===== config.mk =====
export PLATFORM = sky130hd
export DESIGN_NAME = dram_access_refresh_arbiter
export DESIGN_NICKNAME = d
export VERILOG_FILES = /design/src/hdl/dram_arb_pkg.sv /design/src/hdl/refresh_clock_divider.sv /design/src/hdl/address_capture.sv /design/src/hdl/dram_access_refresh_arbiter.sv
export SDC_FILE = /design/constraint.sdc
export NUM_CORES = 1
export LEC_CHECK = 0
export BUFFER_PORTS_ARGS = -buffer_cell sky130_fd_sc_hd__clkbuf_2
export CORE_MARGIN = 1
export CORE_UTILIZATION = 34
export CTS_CLUSTER_DIAMETER = 60
export DETAILED_ROUTE_END_ITERATION = 10
export PLACE_DENSITY = 0.61
export SYNTH_ARGS = -nofsm -noshare
export SYNTH_HDL_FRONTEND = slang
export SYNTH_HIERARCHICAL = 1
export SYNTH_SLANG_ARGS = --single-unit

===== constraint.sdc =====
create_clock -name clk -period 6.9 [get_ports clk]
set_input_delay 0.69 -clock clk [delete_from_list [all_inputs] [get_ports clk]]
set_output_delay 0.69 -clock clk [all_outputs]
set_load 0.005 [all_outputs]

===== src/hdl/dram_arb_pkg.sv =====
// shared constants and types for the dram access and refresh arbiter
package dram_arb_pkg;

	// clock and dram timing
	localparam int CLK_PERIOD_NS    = 4;
	localparam int PRECHARGE_NS     = 60;
	localparam int PRECHARGE_CYCLES = (PRECHARGE_NS + CLK_PERIOD_NS - 1) / CLK_PERIOD_NS;

	// refresh ras low time is this base plus the two programming bits
	localparam logic [3:0] REF_LOW_BASE = 4'h2;

	// refresh clock: delay-line rising edges per divider step
	localparam int REFRESH_UNIT_EDGES = 64;

	// programmable access intervals are this base plus the programmed bits
	localparam logic [3:0] ROW_HOLD_BASE   = 4'h1;
	localparam logic [3:0] COL_SETUP_BASE  = 4'h1;

	// staggered refresh grouping codes
	localparam logic [1:0] GROUP_SINGLE = 2'h0;
	localparam logic [1:0] GROUP_PAIRS  = 2'h1;

	// reset values
	localparam logic [9:0] ADDR_RESET     = 10'h000;
	localparam logic [9:0] REF_ROW_RESET  = 10'h000;
	localparam logic [3:0] STROBES_IDLE   = 4'hf;

	typedef enum logic [4:0] {
		ST_IDLE = 5'b00001,
		ST_ROW  = 5'b00010,
		ST_COL  = 5'b00100,
		ST_CAS  = 5'b01000,
		ST_REF  = 5'b10000
	} arb_state_t;

endpackage


===== src/hdl/refresh_clock_divider.sv =====
// refresh clock: synchronises the delay-line clock and divides it into refresh requests
`timescale 1ns/1ps
module refresh_clock_divider
	import dram_arb_pkg::*;
#(
	parameter int UNIT_EDGES = REFRESH_UNIT_EDGES
)
(
	// clock and reset
	input  wire logic       clk,
	input  wire logic       rst,
	// delay-line clock pin and divider setting
	input  wire logic       delay_line_clock,
	input  wire logic [3:0] divider_bits,
	// one-cycle request per refresh clock period
	output logic            tick
);

	logic        dl_s1;
	logic        dl_s2;
	logic        dl_s3;
	logic [15:0] unit_cnt;
	logic [3:0]  step_cnt;
	logic        dl_rise;

	always_ff @(posedge clk)
	begin
		if (rst)
		begin
			dl_s1 <= 1'b0;
			dl_s2 <= 1'b0;
			dl_s3 <= 1'b0;
		end
		else
		begin
			dl_s1 <= delay_line_clock;
			dl_s2 <= dl_s1;
			dl_s3 <= dl_s2;
		end
	end

	assign dl_rise = dl_s2 & ~dl_s3;

	// period is (divider_bits + 1) * UNIT_EDGES delay-line rising edges
	always_ff @(posedge clk)
	begin
		if (rst)
		begin
			unit_cnt <= 16'h0000;
			step_cnt <= 4'h0;
			tick     <= 1'b0;
		end
		else
		begin
			tick <= 1'b0;
			if (dl_rise)
			begin
				if (unit_cnt == 16'(UNIT_EDGES - 1))
				begin
					unit_cnt <= 16'h0000;
					if (step_cnt >= divider_bits)
					begin
						step_cnt <= 4'h0;
						tick     <= 1'b1;
					end
					else
						step_cnt <= step_cnt + 4'h1;
				end
				else
					unit_cnt <= unit_cnt + 16'h0001;
			end
		end
	end

endmodule


===== src/hdl/address_capture.sv =====
// address latches: transparent while ale is high or fall_through is set, otherwise closed at the falling edge of ale
`timescale 1ns/1ps
module address_capture
	import dram_arb_pkg::*;
(
	// clock and reset
	input  wire logic       clk,
	input  wire logic       rst,
	// control
	input  wire logic       ale,
	input  wire logic       fall_through,
	// address inputs
	input  wire logic [1:0] bank_in,
	input  wire logic [9:0] row_in,
	input  wire logic [9:0] col_in,
	// address as seen by the access logic
	output logic      [1:0] bank,
	output logic      [9:0] row,
	output logic      [9:0] col
);

	logic [1:0] bank_held;
	logic [9:0] row_held;
	logic [9:0] col_held;
	logic       open;

	assign open = fall_through | ale;

	// the last value loaded while ale is high is what the falling edge keeps
	always_ff @(posedge clk)
	begin
		if (rst)
		begin
			bank_held <= 2'h0;
			row_held  <= ADDR_RESET;
			col_held  <= ADDR_RESET;
		end
		else if (ale)
		begin
			bank_held <= bank_in;
			row_held  <= row_in;
			col_held  <= col_in;
		end
	end

	assign bank = open ? bank_in : bank_held;
	assign row  = open ? row_in : row_held;
	assign col  = open ? col_in : col_held;

endmodule


===== src/hdl/dram_access_refresh_arbiter.sv =====
// dram controller: access sequencing, refresh generation and arbitration
`timescale 1ns/1ps
module dram_access_refresh_arbiter
	import dram_arb_pkg::*;
#(
	parameter int REFRESH_UNIT = REFRESH_UNIT_EDGES
)
(
	// clock and reset
	input  wire logic       clk,
	input  wire logic       rst,
	// host access control
	input  wire logic       ale,
	input  wire logic       cs_n,
	input  wire logic       timing_state_strobe_n,
	input  wire logic       wait_extend_in_n,
	input  wire logic       write_enable_in_n,
	input  wire logic [3:0] cas_enable_in_n,
	output logic            wait_n,
	// host address
	input  wire logic [1:0] bank_in,
	input  wire logic [9:0] row_in,
	input  wire logic [9:0] col_in,
	// dram side
	output logic      [9:0] dram_address_out,
	output logic      [3:0] ras_n,
	output logic      [3:0] cas_n,
	output logic            we_n,
	// refresh pins
	input  wire logic       delay_line_clock,
	input  wire logic       refresh_inhibit,
	input  wire logic       refresh_counter_clear_n,
	// programming bits
	input  wire logic       address_latch_option_bit,
	input  wire logic       access_mode_bit,
	input  wire logic [1:0] refresh_ras_low_time_bits,
	input  wire logic [3:0] refresh_clock_divider_bits,
	input  wire logic       refresh_type_bit,
	input  wire logic [1:0] ras_group_bits,
	input  wire logic [1:0] wait_state_bits,
	input  wire logic [1:0] row_hold_bits,
	input  wire logic [1:0] col_setup_bits,
	// status
	output logic            internal_refresh_request,
	output logic            refresh_in_progress,
	output logic            access_in_progress
);

	arb_state_t state;
	arb_state_t next_state;

	logic       acc_req;
	logic       req_now;
	logic       prech_ok;
	logic [4:0] prech_cnt;
	logic [3:0] tcnt;
	logic       tso_seen;
	logic       tso_end;
	logic       start_acc;
	logic       start_ref;
	logic       ref_tick;
	logic [3:0] ref_cnt;
	logic [3:0] ref_low;
	logic [3:0] ref_last;
	logic [3:0] ras_delay [4];
	logic [3:0] next_ref_ras;
	logic [9:0] ref_row;
	logic       wait_hold;
	logic [1:0] wait_cnt;
	logic       zero_wait_now;
	logic [1:0] bank;
	logic [9:0] row;
	logic [9:0] col;
	logic       inh_s1;
	logic       inh_s2;
	logic       clr_s1;
	logic       clr_s2;
	logic       auto_refresh_on;
	logic       cas_on;

	// refresh pins are asynchronous to clk
	always_ff @(posedge clk)
	begin
		if (rst)
		begin
			inh_s1 <= 1'b1;
			inh_s2 <= 1'b1;
			clr_s1 <= 1'b1;
			clr_s2 <= 1'b1;
		end
		else
		begin
			inh_s1 <= refresh_inhibit;
			inh_s2 <= inh_s1;
			clr_s1 <= refresh_counter_clear_n;
			clr_s2 <= clr_s1;
		end
	end

	assign auto_refresh_on = ~inh_s2;

	address_capture u_addr (
		.clk          (clk),
		.rst          (rst),
		.ale          (ale),
		.fall_through (address_latch_option_bit),
		.bank_in      (bank_in),
		.row_in       (row_in),
		.col_in       (col_in),
		.bank         (bank),
		.row          (row),
		.col          (col)
	);

	refresh_clock_divider #(
		.UNIT_EDGES (REFRESH_UNIT)
	) u_rclk (
		.clk              (clk),
		.rst              (rst),
		.delay_line_clock (delay_line_clock),
		.divider_bits     (refresh_clock_divider_bits),
		.tick             (ref_tick)
	);

	// a request counts only with chip select; the latch covers a one-cycle ale pulse
	assign req_now  = acc_req | (ale & ~cs_n);
	assign prech_ok = (prech_cnt == 5'h00);

	// pending refresh goes ahead of a new access; a running access is never cut
	assign start_ref = (state == ST_IDLE) & internal_refresh_request & prech_ok;
	assign start_acc = (state == ST_IDLE) & req_now & prech_ok & ~start_ref;

	// access ends once the strobe has been seen and is negated again
	assign tso_end = tso_seen & timing_state_strobe_n;

	assign ref_low = REF_LOW_BASE + {2'h0, refresh_ras_low_time_bits};
	assign ref_last = ref_low + (refresh_type_bit ? ras_delay[3] : 4'h0) - 4'h1;

	// staggered refresh offsets per ras output
	genvar gi;
	generate
		for (gi = 0; gi < 4; gi++)
		begin : g_ras
			always_comb
			begin
				if (!refresh_type_bit)
					ras_delay[gi] = 4'h0;
				else if (ras_group_bits == GROUP_SINGLE)
					ras_delay[gi] = 4'(gi);
				else if (ras_group_bits == GROUP_PAIRS)
					ras_delay[gi] = 4'(gi / 2);
				else
					ras_delay[gi] = 4'h0;
			end

			// level of this refresh ras in the next cycle, for the ref_cnt of that cycle
			always_comb
			begin
				if (state == ST_IDLE)
					next_ref_ras[gi] = start_ref & (ras_delay[gi] == 4'h0);
				else if (state == ST_REF && ref_cnt != ref_last)
					next_ref_ras[gi] = (ref_cnt + 4'h1 >= ras_delay[gi])
						& (ref_cnt + 4'h1 < ras_delay[gi] + ref_low);
				else
					next_ref_ras[gi] = 1'b0;
			end
		end
	endgenerate

	// arbitration state
	always_comb
	begin
		next_state = state;
		unique case (state)
			ST_IDLE:
			begin
				if (start_ref)
					next_state = ST_REF;
				else if (start_acc)
					next_state = ST_ROW;
			end
			ST_ROW:
			begin
				if (tso_end)
					next_state = ST_IDLE;
				else if (tcnt == ROW_HOLD_BASE + {2'h0, row_hold_bits} - 4'h1)
					next_state = ST_COL;
			end
			ST_COL:
			begin
				if (tso_end)
					next_state = ST_IDLE;
				else if (tcnt == COL_SETUP_BASE + {2'h0, col_setup_bits} - 4'h1)
					next_state = ST_CAS;
			end
			ST_CAS:
			begin
				if (tso_end)
					next_state = ST_IDLE;
			end
			ST_REF:
			begin
				if (ref_cnt == ref_last)
					next_state = ST_IDLE;
			end
		endcase
	end

	always_ff @(posedge clk)
	begin
		if (rst)
			state <= ST_IDLE;
		else
			state <= next_state;
	end

	// interval counter for row hold and column setup
	always_ff @(posedge clk)
	begin
		if (rst)
			tcnt <= 4'h0;
		else if (next_state != state)
			tcnt <= 4'h0;
		else
			tcnt <= tcnt + 4'h1;
	end

	// access request latch and strobe tracking
	always_ff @(posedge clk)
	begin
		if (rst)
		begin
			acc_req  <= 1'b0;
			tso_seen <= 1'b0;
		end
		else
		begin
			if (start_acc)
				acc_req <= 1'b0;
			else if (ale & ~cs_n)
				acc_req <= 1'b1;
			if (start_acc)
				tso_seen <= 1'b0;
			else if (access_in_progress & ~timing_state_strobe_n)
				tso_seen <= 1'b1;
		end
	end

	// precharge after every ras negation
	always_ff @(posedge clk)
	begin
		if (rst)
			prech_cnt <= 5'h00;
		else if (state != ST_IDLE && next_state == ST_IDLE)
			prech_cnt <= 5'(PRECHARGE_CYCLES);
		else if (!prech_ok)
			prech_cnt <= prech_cnt - 5'h01;
	end

	// refresh request flag: set wins over the clear by refresh start
	always_ff @(posedge clk)
	begin
		if (rst)
			internal_refresh_request <= 1'b0;
		else if (!auto_refresh_on)
			internal_refresh_request <= 1'b0;
		else if (ref_tick)
			internal_refresh_request <= 1'b1;
		else if (start_ref)
			internal_refresh_request <= 1'b0;
	end

	// refresh cycle counter and row address counter
	always_ff @(posedge clk)
	begin
		if (rst)
		begin
			ref_cnt <= 4'h0;
			ref_row <= REF_ROW_RESET;
		end
		else
		begin
			if (state == ST_REF)
				ref_cnt <= ref_cnt + 4'h1;
			else
				ref_cnt <= 4'h0;
			if (!clr_s2 && !inh_s2)
				ref_row <= REF_ROW_RESET;
			else if (state == ST_REF && next_state == ST_IDLE)
				ref_row <= ref_row + 10'h001;
		end
	end

	// status flags
	always_ff @(posedge clk)
	begin
		if (rst)
		begin
			refresh_in_progress <= 1'b0;
			access_in_progress  <= 1'b0;
		end
		else
		begin
			refresh_in_progress <= (next_state == ST_REF);
			access_in_progress  <= (next_state == ST_ROW) | (next_state == ST_COL)
				| (next_state == ST_CAS);
		end
	end

	// ras, cas, write enable and multiplexed address
	assign cas_on = (next_state == ST_CAS);

	always_ff @(posedge clk)
	begin
		if (rst)
		begin
			ras_n            <= STROBES_IDLE;
			cas_n            <= STROBES_IDLE;
			we_n             <= 1'b1;
			dram_address_out <= ADDR_RESET;
		end
		else
		begin
			we_n <= write_enable_in_n;
			if (start_acc)
			begin
				ras_n            <= ~(4'h1 << bank);
				dram_address_out <= row;
			end
			else if (state == ST_REF || start_ref)
			begin
				ras_n            <= ~next_ref_ras;
				dram_address_out <= ref_row;
			end
			else if (next_state == ST_IDLE)
				ras_n <= STROBES_IDLE;
			if (next_state == ST_COL)
				dram_address_out <= col;
			if (cas_on)
				cas_n <= cas_enable_in_n;
			else
				cas_n <= STROBES_IDLE;
		end
	end

	// wait: zero-wait mode on a non-delayed access asserts it only when wait_extend_in_n is low at the start
	assign zero_wait_now = (wait_state_bits == 2'h0) & start_acc & ~acc_req;

	always_ff @(posedge clk)
	begin
		if (rst)
		begin
			wait_hold <= 1'b0;
			wait_cnt  <= 2'h0;
		end
		else if (start_acc)
		begin
			wait_cnt  <= wait_state_bits;
			wait_hold <= (wait_state_bits != 2'h0) | ~wait_extend_in_n;
		end
		else if (access_in_progress)
		begin
			if (wait_extend_in_n)
			begin
				if (wait_cnt <= 2'h1)
					wait_hold <= 1'b0;
				if (wait_cnt != 2'h0)
					wait_cnt <= wait_cnt - 2'h1;
			end
		end
		else if (req_now & ~timing_state_strobe_n)
			wait_hold <= wait_hold;
		else if (req_now)
			wait_hold <= 1'b1;
		else
			wait_hold <= 1'b0;
	end

	// follows chip select combinationally until the sampling edge
	assign wait_n = ~(wait_hold
		| (ale & ~cs_n & ~access_in_progress & ~zero_wait_now));

endmodule


======== Yosys cells after proc, flatten, opt, wreduce, memory -nomap -nowiden ========
Cells that the tools add are included.
storage, ports and cells
  flip-flop bits (word level) ............. 105
  bits of input ports ..................... 53
  output and inout bits ................... 23
  word-level logic and storage cells ...... 205
operators by class
  add/subtract/negate cells ............... 17
  magnitude comparators ................... 10
  equal/unequal tests ..................... 22
  shift operators ......................... 1
  muxes and demuxes ....................... 51
  bitwise logic cells ..................... 42
  reductions and logical operators ........ 32
operators with widths
  kind                                             number
  two-way mux 10 bit                               5
  two-way mux 5 bit                                8
  two-way mux 4 bit                                9
  case mux 5 bit (5 select lines)                  1
  bitwise AND 1 bit                                21
  two-way mux 1 bit                                20
  adder 16 x 1 -> 16 bit (second input constant)   1
  == test 16 x 6 -> 1 bit (second input constant)  1
  >= comparator 4 bit                              4
  two-way mux 16 bit                               1
  two-way mux 2 bit                                7
  OR reduction 2 bit                               7
  NOT 1 bit                                        13
  adder 4 x 1 -> 4 bit (second input constant)     3
  adder 4 x 3 -> 4 bit                             3
  == test 4 bit                                    3
  zero test 4 bit                                  3
  less-than comparator 4 bit                       3
  nonzero test 2 bit                               6
  adder 10 x 1 -> 10 bit (second input constant)   1
  == test 5 x 1 -> 1 bit (second input constant)   2
  == test 5 x 2 -> 1 bit (second input constant)   2
  == test 5 x 3 -> 1 bit (second input constant)   2
  == test 5 x 4 -> 1 bit (second input constant)   2
  other kinds (31)                                 47

======== Longest topological paths before layout ========
Gate-level depths: netlist (run 1).
  word-level depth ........................ 14
  mapped depth ............................ 13
  gate-level depth less buffers ........... 13

======== Modules after synthesis ========
Netlist (run 1), hierarchy kept.
modules (own cells, without submodules)
  module                       instances  cells each  area each (µm²)  sequential area each (µm²)
  dram_access_refresh_arbiter  1          443         3,691.0          1,181.1
  refresh_clock_divider        1          125         1,161.1          480.5
  address_capture              1          96          1,159.9          440.4

======== Least setup slack after synthesis (run 1) ========
OpenSTA, ideal clock, no wires.
  path kind ............................... in2reg
  start point ............................. in ras_group_bits[1]
  end point ............................... reg ref_row[4]
  library setup time ...................... 138 ps
  arrival ................................. 3,122 ps
  required time ........................... 6,762 ps
  setup slack ............................. 3,641 ps
  cell stages on the path ................. 11
  path buffers ............................ 1
  cell sequence ........................... nand2b_1 -> nor2_1 -> inv_1 -> fa_1 -> xnor2_1 -> a311oi_1 -> o311ai_2 -> clkbuf_1 -> nor4_1 -> xnor2_1 -> nor2_1
between the ends
  cells in the longest elaborated chain, start to end .. 12
  elaborated cells between the ends (all ways) .. 13
  those cells by class .................... add/sub: 2; eq/ne: 3; mux: 6; reduce/logical: 2
RTL lines
  element                              line                                text
  from (decl)                          dram_access_refresh_arbiter.sv:39   input wire logic [1:0] ras_group_bits,
  == test 2 x 1 -> 1 bit               dram_access_refresh_arbiter.sv:150  else if (ras_group_bits == GROUP_PAIRS)
  two-way mux 1 bit                    dram_access_refresh_arbiter.sv:150
  two-way mux 4 bit (*)                dram_access_refresh_arbiter.sv:148  else if (ras_group_bits == GROUP_SINGLE)
  two-way mux 4 bit (*)                dram_access_refresh_arbiter.sv:146  if (!refresh_type_bit)
  two-way mux 4 bit (*)                dram_access_refresh_arbiter.sv:137  assign ref_last = ref_low + (refresh_type_bit ? ras_delay[3] : 4'h0) - 4'h1;
  adder 3 x 4 -> 4 bit (*)             dram_access_refresh_arbiter.sv:137
  subtractor 4 x 1 -> 4 bit (*)        dram_access_refresh_arbiter.sv:137
  == test 4 bit (*)                    dram_access_refresh_arbiter.sv:203  if (ref_cnt == ref_last)
  two-way mux 5 bit (*)                dram_access_refresh_arbiter.sv:203
  case mux 5 bit (5 select lines) (*)  dram_access_refresh_arbiter.sv:174  unique case (state)
  == test 5 x 1 -> 1 bit (*)           dram_access_refresh_arbiter.sv:289  else if (state == ST_REF && next_state == ST_IDLE)
  logical AND 1 bit (*)                dram_access_refresh_arbiter.sv:289
  to (signal assigned)                 dram_access_refresh_arbiter.sv:290  ref_row <= ref_row + 10'h001;
  to (decl)                            dram_access_refresh_arbiter.sv:67   logic [9:0] ref_row;
Mark *: on every way between the ends. The rest lies on a longest branch, timed or not.
A chain may end at the register's enable or synchronous reset.

======== Final worst setup path (run 1) ========
  start point ............................. in ale
  end point ............................... out wait_n
between the ends
  cells in the longest elaborated chain, start to end .. 11
  elaborated cells between the ends (all ways) .. 12
  those cells by class .................... bitwise: 12
RTL lines
  element                         line                                                                    text
  from (decl)                     dram_access_refresh_arbiter.sv:13                                       input wire logic ale,
  bitwise AND 1 bit (*)           dram_access_refresh_arbiter.sv:126, dram_access_refresh_arbiter.sv:381
  bitwise OR 1 bit                dram_access_refresh_arbiter.sv:126                                      assign req_now = acc_req | (ale & ~cs_n);
  bitwise AND 1 bit (3 in a row)  dram_access_refresh_arbiter.sv:131                                      assign start_acc = (state == ST_IDLE) & req_now & prech_ok & ~start_ref;
  bitwise AND 1 bit (2 in a row)  dram_access_refresh_arbiter.sv:347                                      assign zero_wait_now = (wait_state_bits == 2'h0) & start_acc & ~acc_req;
  NOT 1 bit                       dram_access_refresh_arbiter.sv:381                                      | (ale & ~cs_n & ~access_in_progress & ~zero_wait_now));
  bitwise AND 1 bit (*)           dram_access_refresh_arbiter.sv:381
  bitwise OR 1 bit (*)            dram_access_refresh_arbiter.sv:381
  NOT 1 bit (*)                   dram_access_refresh_arbiter.sv:380                                      assign wait_n = ~(wait_hold
  to (decl)                       dram_access_refresh_arbiter.sv:19                                       output logic wait_n,
Marks and branches as above.

==> key figures, run 1 <==
Power
  – Pwr Density: ~250 mW/mm2
  – Maximum vdd drop: ~0.16 mV
  – Leakage power figure: ~0.0028 uW

Timing
  – Hold Violations, Final: 0
  – Worst slew margin: 28.5%
  – TNS Setup: 0 ps
  – Hold_ws: ~420 ps
  – Final Cycle Share: 62.2%
  – Pins over their slew limit: 0
  – Tmin final: roughly 4300 ps
  – Unrepaired setup endpoints after global routing: no
  – Worst setup margin: 2610 ps
  – FMAX: 233 MHz
  – Post-route clock skew: 10.6 ps
  – Slew @ Worst Pin: around 1000 ps
  – Setup-failing EPs final: 0

Worst setup path
  – Worst Path Required: 6210 ps
  – Worst Path Arrival: 3600 ps
  – Worst Setup SP: ale
  – Worst Path Max Fanout: 24
  – Kind of critical path: primary input to primary output
  – Crit. End Element: primary output
  – Startpoint Class: primary input
  – Reg2reg start: state[2]$_SDFF_PP0_

Logic synthesis
  – Syn Nets: roughly 760
  – Synthesized area per cell: 9.05 um2
  – Synth Instances: 664
  – Post-synthesis sequential area ratio: between 30% and 40%
  – Synth area leaders: dfxtp_1, ha_1, nor2_1
  – Yosys reg bits: 105
  – Synth Warn #: 6
  – Post-synth cell types: 72
  – Ys flop type: dfxtp_1
  – Area leader, netlist: dfxtp_1
  – EDFF count, synth: 0
  – Asr flop ratio synth: 0%
  – Synthesized cell area: 0.00601 mm2
  – Synth top area share: 35.0%

GRT
  – Vias in the first global route: between 4000 and 5000
  – Total track usage: 15.2%
  – Grt total ovfl: 0
  – First-pass GRT wire length: 21800 um
  – Initial antenna violation count: 0
  – Largest net degree at the start of global routing: 79

Layout
  – Area delta synth->final: 12.7%
  – ANT cells: 0
  – Layout cell share with drive strength beyond 1: between 10% and 20%
  – Fin nets: just over 800
  – Fillers: 1763

Clock network
  – CTS HTree Levels: 3
  – Sink Count: 105
  – Clk_lat worst skew: ~350 ps
  – Clock Pin Slew Worst Setup and Hold Paths: about 80 ps
  – CTS tree: built
  – Root Buffer: clkbuf_16
  – Setup repair bufs after CTS: 0
  – Cts hold-fix bufs: 0
  – Gates resized, CTS repair: 0
  – Cts bufs inserted: 9
  – Bufs on Longest Clock Path: 2

Detailed routing
  – Final WL: 13000 um
  – ANT nets after route: 0
  – Vias/cell: 4.91
  – DR pass1 iterations: 4
  – DRC viols: 0
  – Initial DRC Count: 193
  – Vias post-DR: 4663
  – WL/cell: 13.7 um

Place
  – Place WS: roughly 2600 ps
  – I/O Buffers: 74
  – Post-DP HPWL: around 9400 um
  – GPL Wtd Cong: 0.771

Floorplan
  – DIE WIDTH: 135 um
  – Starting Density: 34.8%
  – Top Ports: 76
  – DIE AREA: 0.0182 mm2
  – Row count: 48
  – Die Y-Extent: 135 um
  – Core footprint: 0.0173 mm2

Worst hold path
  – Worst Hold Launch: inh_s1$_SDFF_PP1_
  – Hold Crit Class: flip-flop to flip-flop

Status
  – Run status: finished, final reports clean

Run
  – Max-Cap Viols: 0
[power breakdown]
part	internal, uW	switching [uW]
Combinational	211	240
Clock	261	239
Sequential	666	53.0
Total	1140	533
[synth_stat cells (all sizes together), types with 8 or more instances]
cell,n
o21ai,14
nand4,9
nor2,88
ha,37
xor2,24
nand3,17
dfxtp,105
a311o,8
or2,9
nor3,17
buf,16
a31oi,10
nand2,53
a21oi,34
mux2,23
inv,35
clkbuf,16
mux2i,25
nor4,11
xnor2,18
[cell families after synthesis]
| kind of cell | Yosys count | share of synthesized area (%) |
|---|---|---|
| compound gates | 102 | 11.6 |
| xor+xnor | 42 | 6.12 |
| fa+ha+maj | 40 | 8.70 |
| buf+inv | 67 | 5.56 |
| flops | 105 | 35.0 |
| mux | 48 | 9.72 |
| simple gates | 260 | 23.4 |
[flip-flops by register name (all words and copies together), names as in the netlist, 2 cells and up]
name and count:
cas_n 4, u_addr/bank_held 2, wait_cnt 2, dram_address_out 10, ref_cnt 4, tcnt 4, u_addr/row_held 10, u_rclk/step_cnt 4
ras_n 4, ref_row 10, u_addr/col_held 10, state 5, prech_cnt 5, u_rclk/unit_cnt 16
[per-layer routing]
| layer | vias up | part of all wire (%) | GRT usage, % |
|---|---|---|---|
| li1 | 2438 | - | - |
| met5 | - | 0 | 0 |
| met3 | 7 | 3.5 | 4.58 |
| met1 | 2151 | 51 | 20.7 |
| met4 | 0 | 0.97 | 3.25 |
| met2 | 67 | 44 | 23.4 |
[critical path, stage by stage]
cell and delay (ps):
clkbuf_2 660, nor2b_1 380, nor2_1 180, or4_1 800, or4_1 510, a31oi_1 220
clkbuf_2 150
[path summary, 6_finish.rpt]
| check | slack [ps] | cells past startpoint | to |
|---|---|---|---|
| setup reg to reg | 3960 | 6 | ras_n[3]$_SDFFE_PP1P_ |
| hold / removal | 420 | 1 | inh_s2$_SDFF_PP1_ |
| hold reg to reg | 420 | 1 | inh_s2$_SDFF_PP1_ |
| setup / recovery | 2610 | 7 | wait_n |
[final cells by class]
cell class	count	area, um2	share of cell area [%]
Timing Repair Buffer	77	393	5.80
Clock inverter	5	47.5	0.702
Multi-Input combinational cell	492	3580	52.8
Tap cell	225	282	4.16
Clock buffer	11	243	3.58
Sequential cell	105	2100	31.0
Inverter	35	131	1.94
[per-stage QoR]
step	cell area (um2)	total power (uW)	util (%)	std cells
6_report	6770	1670	39.2	950
5_1_grt	6770	1780	39.2	950
4_1_cts	6770	1700	39.2	950
3_5_place_dp	6480	1190	37.5	934
3_3_place_gp	6480	1190	37.5	934
2_1_floorplan	6010	1070	-	664
[cells in the final DEF, fill, tap and decap left out, types with 4 or more instances in the layout]
master and instances:
nor2_1 87, or2_2 7, nand2_1 53, nor3_1 17, a21oi_1 34, nor4_1 8, a311o_1 8, nand2b_1 5
and2_1 4, nand3b_1 6, nor2b_1 6, o21ai_0 13, nand3_1 17, mux2i_1 25, xnor2_1 18, and3_1 6
dfxtp_1 105, or3_1 7, clkbuf_2 74, xor2_1 24, a31oi_1 10, inv_1 34, clkbuf_16 9, mux2_4 20
a22oi_1 4, nand4_1 8, ha_1 37
Power figures use the tool's default switching activity.
==> inputs of run 2 (changes only) <==
==> constraint.sdc (replaced) <==
create_clock -name clk -period 4.5 [get_ports clk]
set_input_delay 0.45 -clock clk [delete_from_list [all_inputs] [get_ports clk]]
set_output_delay 0.45 -clock clk [all_outputs]
set_load 0.005 [all_outputs]
==> run 2 against run 1 <==
  * Sequential power rose by 54%
  * Flip-flop and latch count is the same
  * Global-route usage is 0.43 points higher
  * Hold slack lost 140 ps
  * Design area increased by 0.33%
  * Die area stayed put
  * First-iteration DRC count increased by 38%
  * Combinational power up 54%
  * Routed wire length is 2.9% higher
  * Sequential share of layout area fell by 0.10 points
  * Cell count up 0.32%
  * Largest cell class unchanged
==> key figures, run 2 (synthesis results as in run 1) <==
Power
  – Pwr Density: 378 mW/mm2 (+53%)
  – Maximum vdd drop: 0.242 mV (+54%)
  – Leakage power figure: 0.00282 uW (+0.69%)

Worst setup path
  – Worst Setup SP: prech_cnt[0]$_SDFFE_PP0P_
  – Crit. End Element: primary output
  – Kind of critical path: flip-flop to primary output
  – Worst Path Required: 4050 ps (-2160 ps)
  – Worst Path Max Fanout: 17 (-29%)
  – Startpoint Class: flip-flop
  – Reg2reg start: ref_cnt[0]$_SDFF_PP0_
  – Worst Path Arrival: 3110 ps (-490 ps)

Status
  – Run status: finished, final reports clean

Timing
  – Unrepaired setup endpoints after global routing: no
  – FMAX: 281 MHz
  – Setup-failing EPs final: 0 (unchanged)
  – Slew @ Worst Pin: 1040 ps (-9.91 ps)
  – Post-route clock skew: 9.00 ps (-1.58 ps)
  – Tmin final: 3560 ps
  – TNS Setup: 0 ps (unchanged)
  – Worst slew margin: 30.4% (+1.9 points)
  – Hold Violations, Final: 0 (unchanged)
  – Pins over their slew limit: 0 (unchanged)
  – Final Cycle Share: 79.2%

Detailed routing
  – Vias post-DR: 4764 (+2.2%)
  – DR pass1 iterations: 7 (+3)
  – WL/cell: 14.1 um (+2.5%)
  – Vias/cell: 5.00 (+1.8%)
  – Final WL: 13400 um (+2.9%)
  – ANT nets after route: 0 (unchanged)
  – DRC viols: 0 (unchanged)
  – Initial DRC Count: 267 (+38%)

GRT
  – Total track usage: 15.6% (+0.43 points)
  – Largest net degree at the start of global routing: 47 (-41%)
  – First-pass GRT wire length: 22400 um (+2.8%)
  – Met3 Use GR: 4.02% (-0.56 points)
  – Grt met2 use: 25.0% (+1.6 points)
  – Vias in the first global route: 4472 (+3.3%)
  – Grt total ovfl: 0 (unchanged)
  – Initial antenna violation count: 0 (unchanged)
  – Met1 usage: 20.9% (+0.15 points)
  – GRT Max-Usage Layer: met2

Floorplan
  – Row count: 48 (unchanged)
  – Core footprint: 0.0173 mm2 (unchanged)
  – Top Ports: 76 (unchanged)
  – DIE AREA: 0.0182 mm2 (unchanged)
  – DIE WIDTH: 135 um (unchanged)
  – Starting Density: 34.8% (unchanged)
  – Die Y-Extent: 135 um (unchanged)

Layout
  – Final Non-Filler Cells: 953 (+0.32%)
  – Most common cell after layout, fill and taps aside: dfxtp_1
  – Sequential cell area: 0.00210 mm2 (unchanged)
  – Largest register FFs: 16 (unchanged)
  – Fillers: 1779 (+0.91%)
  – Fin nets: 816 (+0.37%)
  – Layout cell share with drive strength beyond 1: 19.8% (+0.47 points)
  – ANT cells: 0 (unchanged)
  – Most frequent cells in the layout: dfxtp_1, nor2_1, clkbuf_2, nand2_1, ha_1
  – Multi-input gate area: 0.00358 mm2 (unchanged)
  – Area delta synth->final: 13.0%
  – Most flops, register: u_rclk/unit_cnt

Place
  – I/O Buffers: 74 (unchanged)
  – GPL Wtd Cong: 0.796 (+3.2%)
  – Placed cells: 937 (+0.32%)
  – Post-DP HPWL: 9680 um (+3.4%)

Clock network
  – Bufs on Longest Clock Path: 2 (unchanged)
  – CTS tree: built
  – Cts hold-fix bufs: 0 (unchanged)
  – Cts bufs inserted: 9 (unchanged)
  – Clk_lat worst skew: 350 ps (about the same)
  – Root Buffer: clkbuf_16
  – Gates resized, CTS repair: 0 (unchanged)
  – Sink Count: 105 (unchanged)
  – CTS HTree Levels: 3 (unchanged)
  – Setup repair bufs after CTS: 0 (unchanged)
  – Clock Pin Slew Worst Setup and Hold Paths: 70 ps (about the same)

Run
  – Max-Cap Viols: 0 (unchanged)

Worst hold path
  – Worst Hold Launch: write_enable_in_n
  – Hold Crit Class: primary input to flip-flop
[run 2: final cells by class]
class                   count  area share [%]
multi-input cells         492            52.6
flip-flops and latches    105            30.9
repair buffers             80            6.11
well taps                 225            4.14
clock buffers              10            3.52
inverters                  35            1.93
clock inverters             6           0.755
[run 2: critical path, cell delays in order (launching register included)]
cell      delay (ps)
dfxtp_1          310
inv_1             80
ha_1             210
nor4b_4          350
nand2_1          190
or4_1            740
or4_1            520
a31oi_1          220
clkbuf_2         150
[run 2: per-stage QoR]
step / total power [uW] / worst slack (ps) / cell area (um2) / utilization (%) / hold WS (ps)
5_1_grt: 2740 / 747 / 6800 / 39.3 / 268
3_5_place_dp: 1830 / 1200 / 6510 / 37.6 / 398
3_3_place_gp: 1820 / 1220 / 6510 / 37.6 / 394
4_1_cts: 2610 / 919 / 6800 / 39.3 / 265
2_1_floorplan: 1650 / 1480 / 6010 / - / 389
6_report: 2570 / 937 / 6800 / 39.3 / 281
[run 2: worst paths after layout]
check	end	slack, ps	depth (start not counted)
worst max register to register	ras_n[0]$_SDFFE_PP1P_	1610	9
worst min register to register	inh_s2$_SDFF_PP1_	410	1
worst min-delay path	we_n$_SDFF_PP1_	280	2
worst max-delay path	wait_n	940	8
[run 2: layer usage]
metal | up-vias | share of wire (%) | routed length (um)
met2 | 93 | 45 | 6080
met3 | 5 | 4.2 | 565
met5 | - | 0 | 0
li1 | 2447 | - | -
met4 | 0 | 0.82 | 110
met1 | 2219 | 50 | 6650
[run 2: power breakdown]
group	internal [uW]	total (uW)	leakage, uW	switching (uW)
Combinational	323	694	0.00181	371
Sequential	1020	1110	0.000856	84.9
Clock	399	771	0.000145	372
Total	1740	2570	0.00282	827
==> inputs of run 3 (changes only) <==
==> constraint.sdc (replaced) <==
create_clock -name clk -period 3.3 [get_ports clk]
set_input_delay 0.33 -clock clk [delete_from_list [all_inputs] [get_ports clk]]
set_output_delay 0.33 -clock clk [all_outputs]
set_load 0.005 [all_outputs]
==> run 3 against run 2 <==
  * Combinational power is 41% higher
  * First-iteration DRC count fell by 28%
  * Clock power grew 32%
  * Flip-flop and latch count did not move
  * Design area increased by 0.94%
  * Via count up 0.19%
  * Critical path type unchanged
  * Largest cell class unchanged
==> key figures, run 3 (synthesis results as in run 1) <==
Clock network
  – Clk_lat worst skew: 350 ps (about the same)
  – Cts bufs inserted: 9 (unchanged)
  – CTS HTree Levels: 3 (unchanged)
  – Gates resized, CTS repair: 0 (unchanged)
  – Root Buffer: clkbuf_16
  – Setup repair bufs after CTS: 0 (unchanged)
  – Sink Count: 105 (unchanged)
  – Bufs on Longest Clock Path: 2 (unchanged)
  – Clock Pin Slew Worst Setup and Hold Paths: 70 ps (about the same)
  – CTS tree: built
  – Cts hold-fix bufs: 0 (unchanged)

Run
  – Max-Cap Viols: 0 (unchanged)

Layout
  – Most common cell after layout, fill and taps aside: dfxtp_1
  – Final core utilization: 39.7% (+0.37 points)
  – Layout cell share with drive strength beyond 1: 20.5% (+0.71 points)
  – ANT cells: 0 (unchanged)
  – Area delta synth->final: 14.1%
  – Fillers: 1782 (+0.17%)
  – Fin nets: 825 (+1.1%)
  – Largest register FFs: 16 (unchanged)
  – Most flops, register: u_rclk/unit_cnt
  – Most frequent cells in the layout: dfxtp_1, nor2_1, clkbuf_2, nand2_1, ha_1

Detailed routing
  – Initial DRC Count: 193 (-28%)
  – DR pass1 iterations: 4 (-3)
  – Final WL: 13400 um (about the same)
  – WL/cell: 13.9 um (-1.0%)
  – DRC viols: 0 (unchanged)
  – Vias post-DR: 4773 (+0.19%)
  – ANT nets after route: 0 (unchanged)
  – Vias/cell: 4.96 (-0.75%)

Timing
  – Hold Violations, Final: 0 (unchanged)
  – TNS Setup: 0 ps (unchanged)
  – Final Cycle Share: 93.3%
  – Slew @ Worst Pin: 757 ps (-279 ps)
  – Unrepaired setup endpoints after global routing: no
  – Post-route clock skew: 8.85 ps (-0.148 ps)
  – Worst slew margin: 48.9% (+18 points)
  – Tmin final: just over 3000 ps
  – Setup-failing EPs final: 0 (unchanged)
  – Pins over their slew limit: 0 (unchanged)
  – FMAX: 325 MHz

Worst setup path
  – Worst Path Max Fanout: 5 (-12)
  – Crit. End Element: primary output
  – Kind of critical path: flip-flop to primary output
  – Worst Path Required: 2970 ps (-1080 ps)
  – Worst Path Arrival: 2750 ps (-360 ps)
  – Startpoint Class: flip-flop

Floorplan
  – Core footprint: 0.0173 mm2 (unchanged)
  – Top Ports: 76 (unchanged)
  – DIE WIDTH: 135 um (unchanged)
  – Row count: 48 (unchanged)
  – Die Y-Extent: 135 um (unchanged)
  – Starting Density: 34.8% (unchanged)
  – DIE AREA: 0.0182 mm2 (unchanged)

Status
  – Run status: finished, final reports clean

GRT
  – Largest net degree at the start of global routing: 59 (+26%)
  – Grt total ovfl: 0 (unchanged)
  – First-pass GRT wire length: 22300 um (-0.34%)
  – Vias in the first global route: 4482 (+0.22%)
  – Initial antenna violation count: 0 (unchanged)
  – Total track usage: 15.6% (-0.030 points)

Power
  – P_sw: 1120 uW (+36%)
  – Flop pwr share: 43.1% (about the same)
  – Fraction of power spent switching nets: 32.1% (-0.087 points)
  – Total Power: 3500 uW (+36%)
  – Leakage power figure: 0.00285 uW (+1.3%)
  – Comb power frac: 27.9% (+0.9 points)
  – Maximum vdd drop: 0.306 mV (+27%)
  – Internal power: 2380 uW (+36%)
  – Clock share of power: 29.0% (-1.0 points)
  – Pwr Density: 511 mW/mm2 (+35%)

Place
  – I/O Buffers: 74 (unchanged)
  – Post-DP HPWL: 9740 um (+0.57%)
  – GPL Wtd Cong: 0.766 (-3.7%)

Worst hold path
  – Hold Crit Class: primary input to flip-flop
run 3: cell count changes in the layout (fill, tap and decap cells not counted):
cell and delta:
buf_12 +1, buf_4 +8, clkinvlp_4 +1, clkbuf_1 +2
inv_6 -1, clkinv_4 -1, clkbuf_8 -1
run 3: routing by layer:
metal	GRT usage, %	routed length (um)	up-vias
li1	-	-	2465
met1	20.9	6700	2224
met2	24.8	6000	77
met3	3.87	570	7
met4	4.12	118	0
met5	0	0	-
run 3: critical path, cell delays in order, from the launching register on:
cell      delay, ps
dfxtp_1         310
inv_1            80
ha_1            220
nor4b_4         340
nand2_1         180
or4_1           440
or4_1           420
a31oi_1         240
clkbuf_2        150
run 3: path summary, 6_finish.rpt:
path / slack, ps / end / depth (start not counted) / from
hold / removal: 160 / cas_n[0]$_SDFF_PP1_ / 2 / cas_enable_in_n[0]
setup / recovery: 220 / wait_n / 8 / prech_cnt[0]$_SDFFE_PP0P_
hold reg to reg: 410 / inh_s2$_SDFF_PP1_ / 1 / inh_s1$_SDFF_PP1_
setup reg to reg: 850 / dram_address_out[9]$_SDFFE_PP0P_ / 8 / prech_cnt[0]$_SDFFE_PP0P_
run 3: power by group through the flow:
stage | logic, uW | clock network [uW] | registers [uW]
2_1_floorplan | 749 | 0 | 1500
3_3_place_gp | 972 | 0 | 1540
3_5_place_dp | 983 | 0 | 1540
4_1_cts | 989 | 1060 | 1510
5_1_grt | 1100 | 1110 | 1530
6_report | 978 | 1020 | 1510
run 3: area by class of cell:
class | instances | area (um2) | share of cell area (%)
clock inverters | 5 | 41.3 | 0.602
repair buffers | 89 | 495 | 7.22
clock buffers | 11 | 233 | 3.39
well taps | 225 | 282 | 4.10
inverters | 35 | 131 | 1.92
multi-input cells | 492 | 3580 | 52.1
flip-flops and latches | 105 | 2100 | 30.6
run 3: through the flow:
step                      hold WS [ps]  instances  worst slack (ps)  area, um2
after floorplan                    389        664               401       6010
after global placement             393        946               268       6590
final                              164        962               220       6860
after detailed placement           397        946               219       6590
after global routing               147        962              17.0       6860
after CTS                          143        962               208       6860
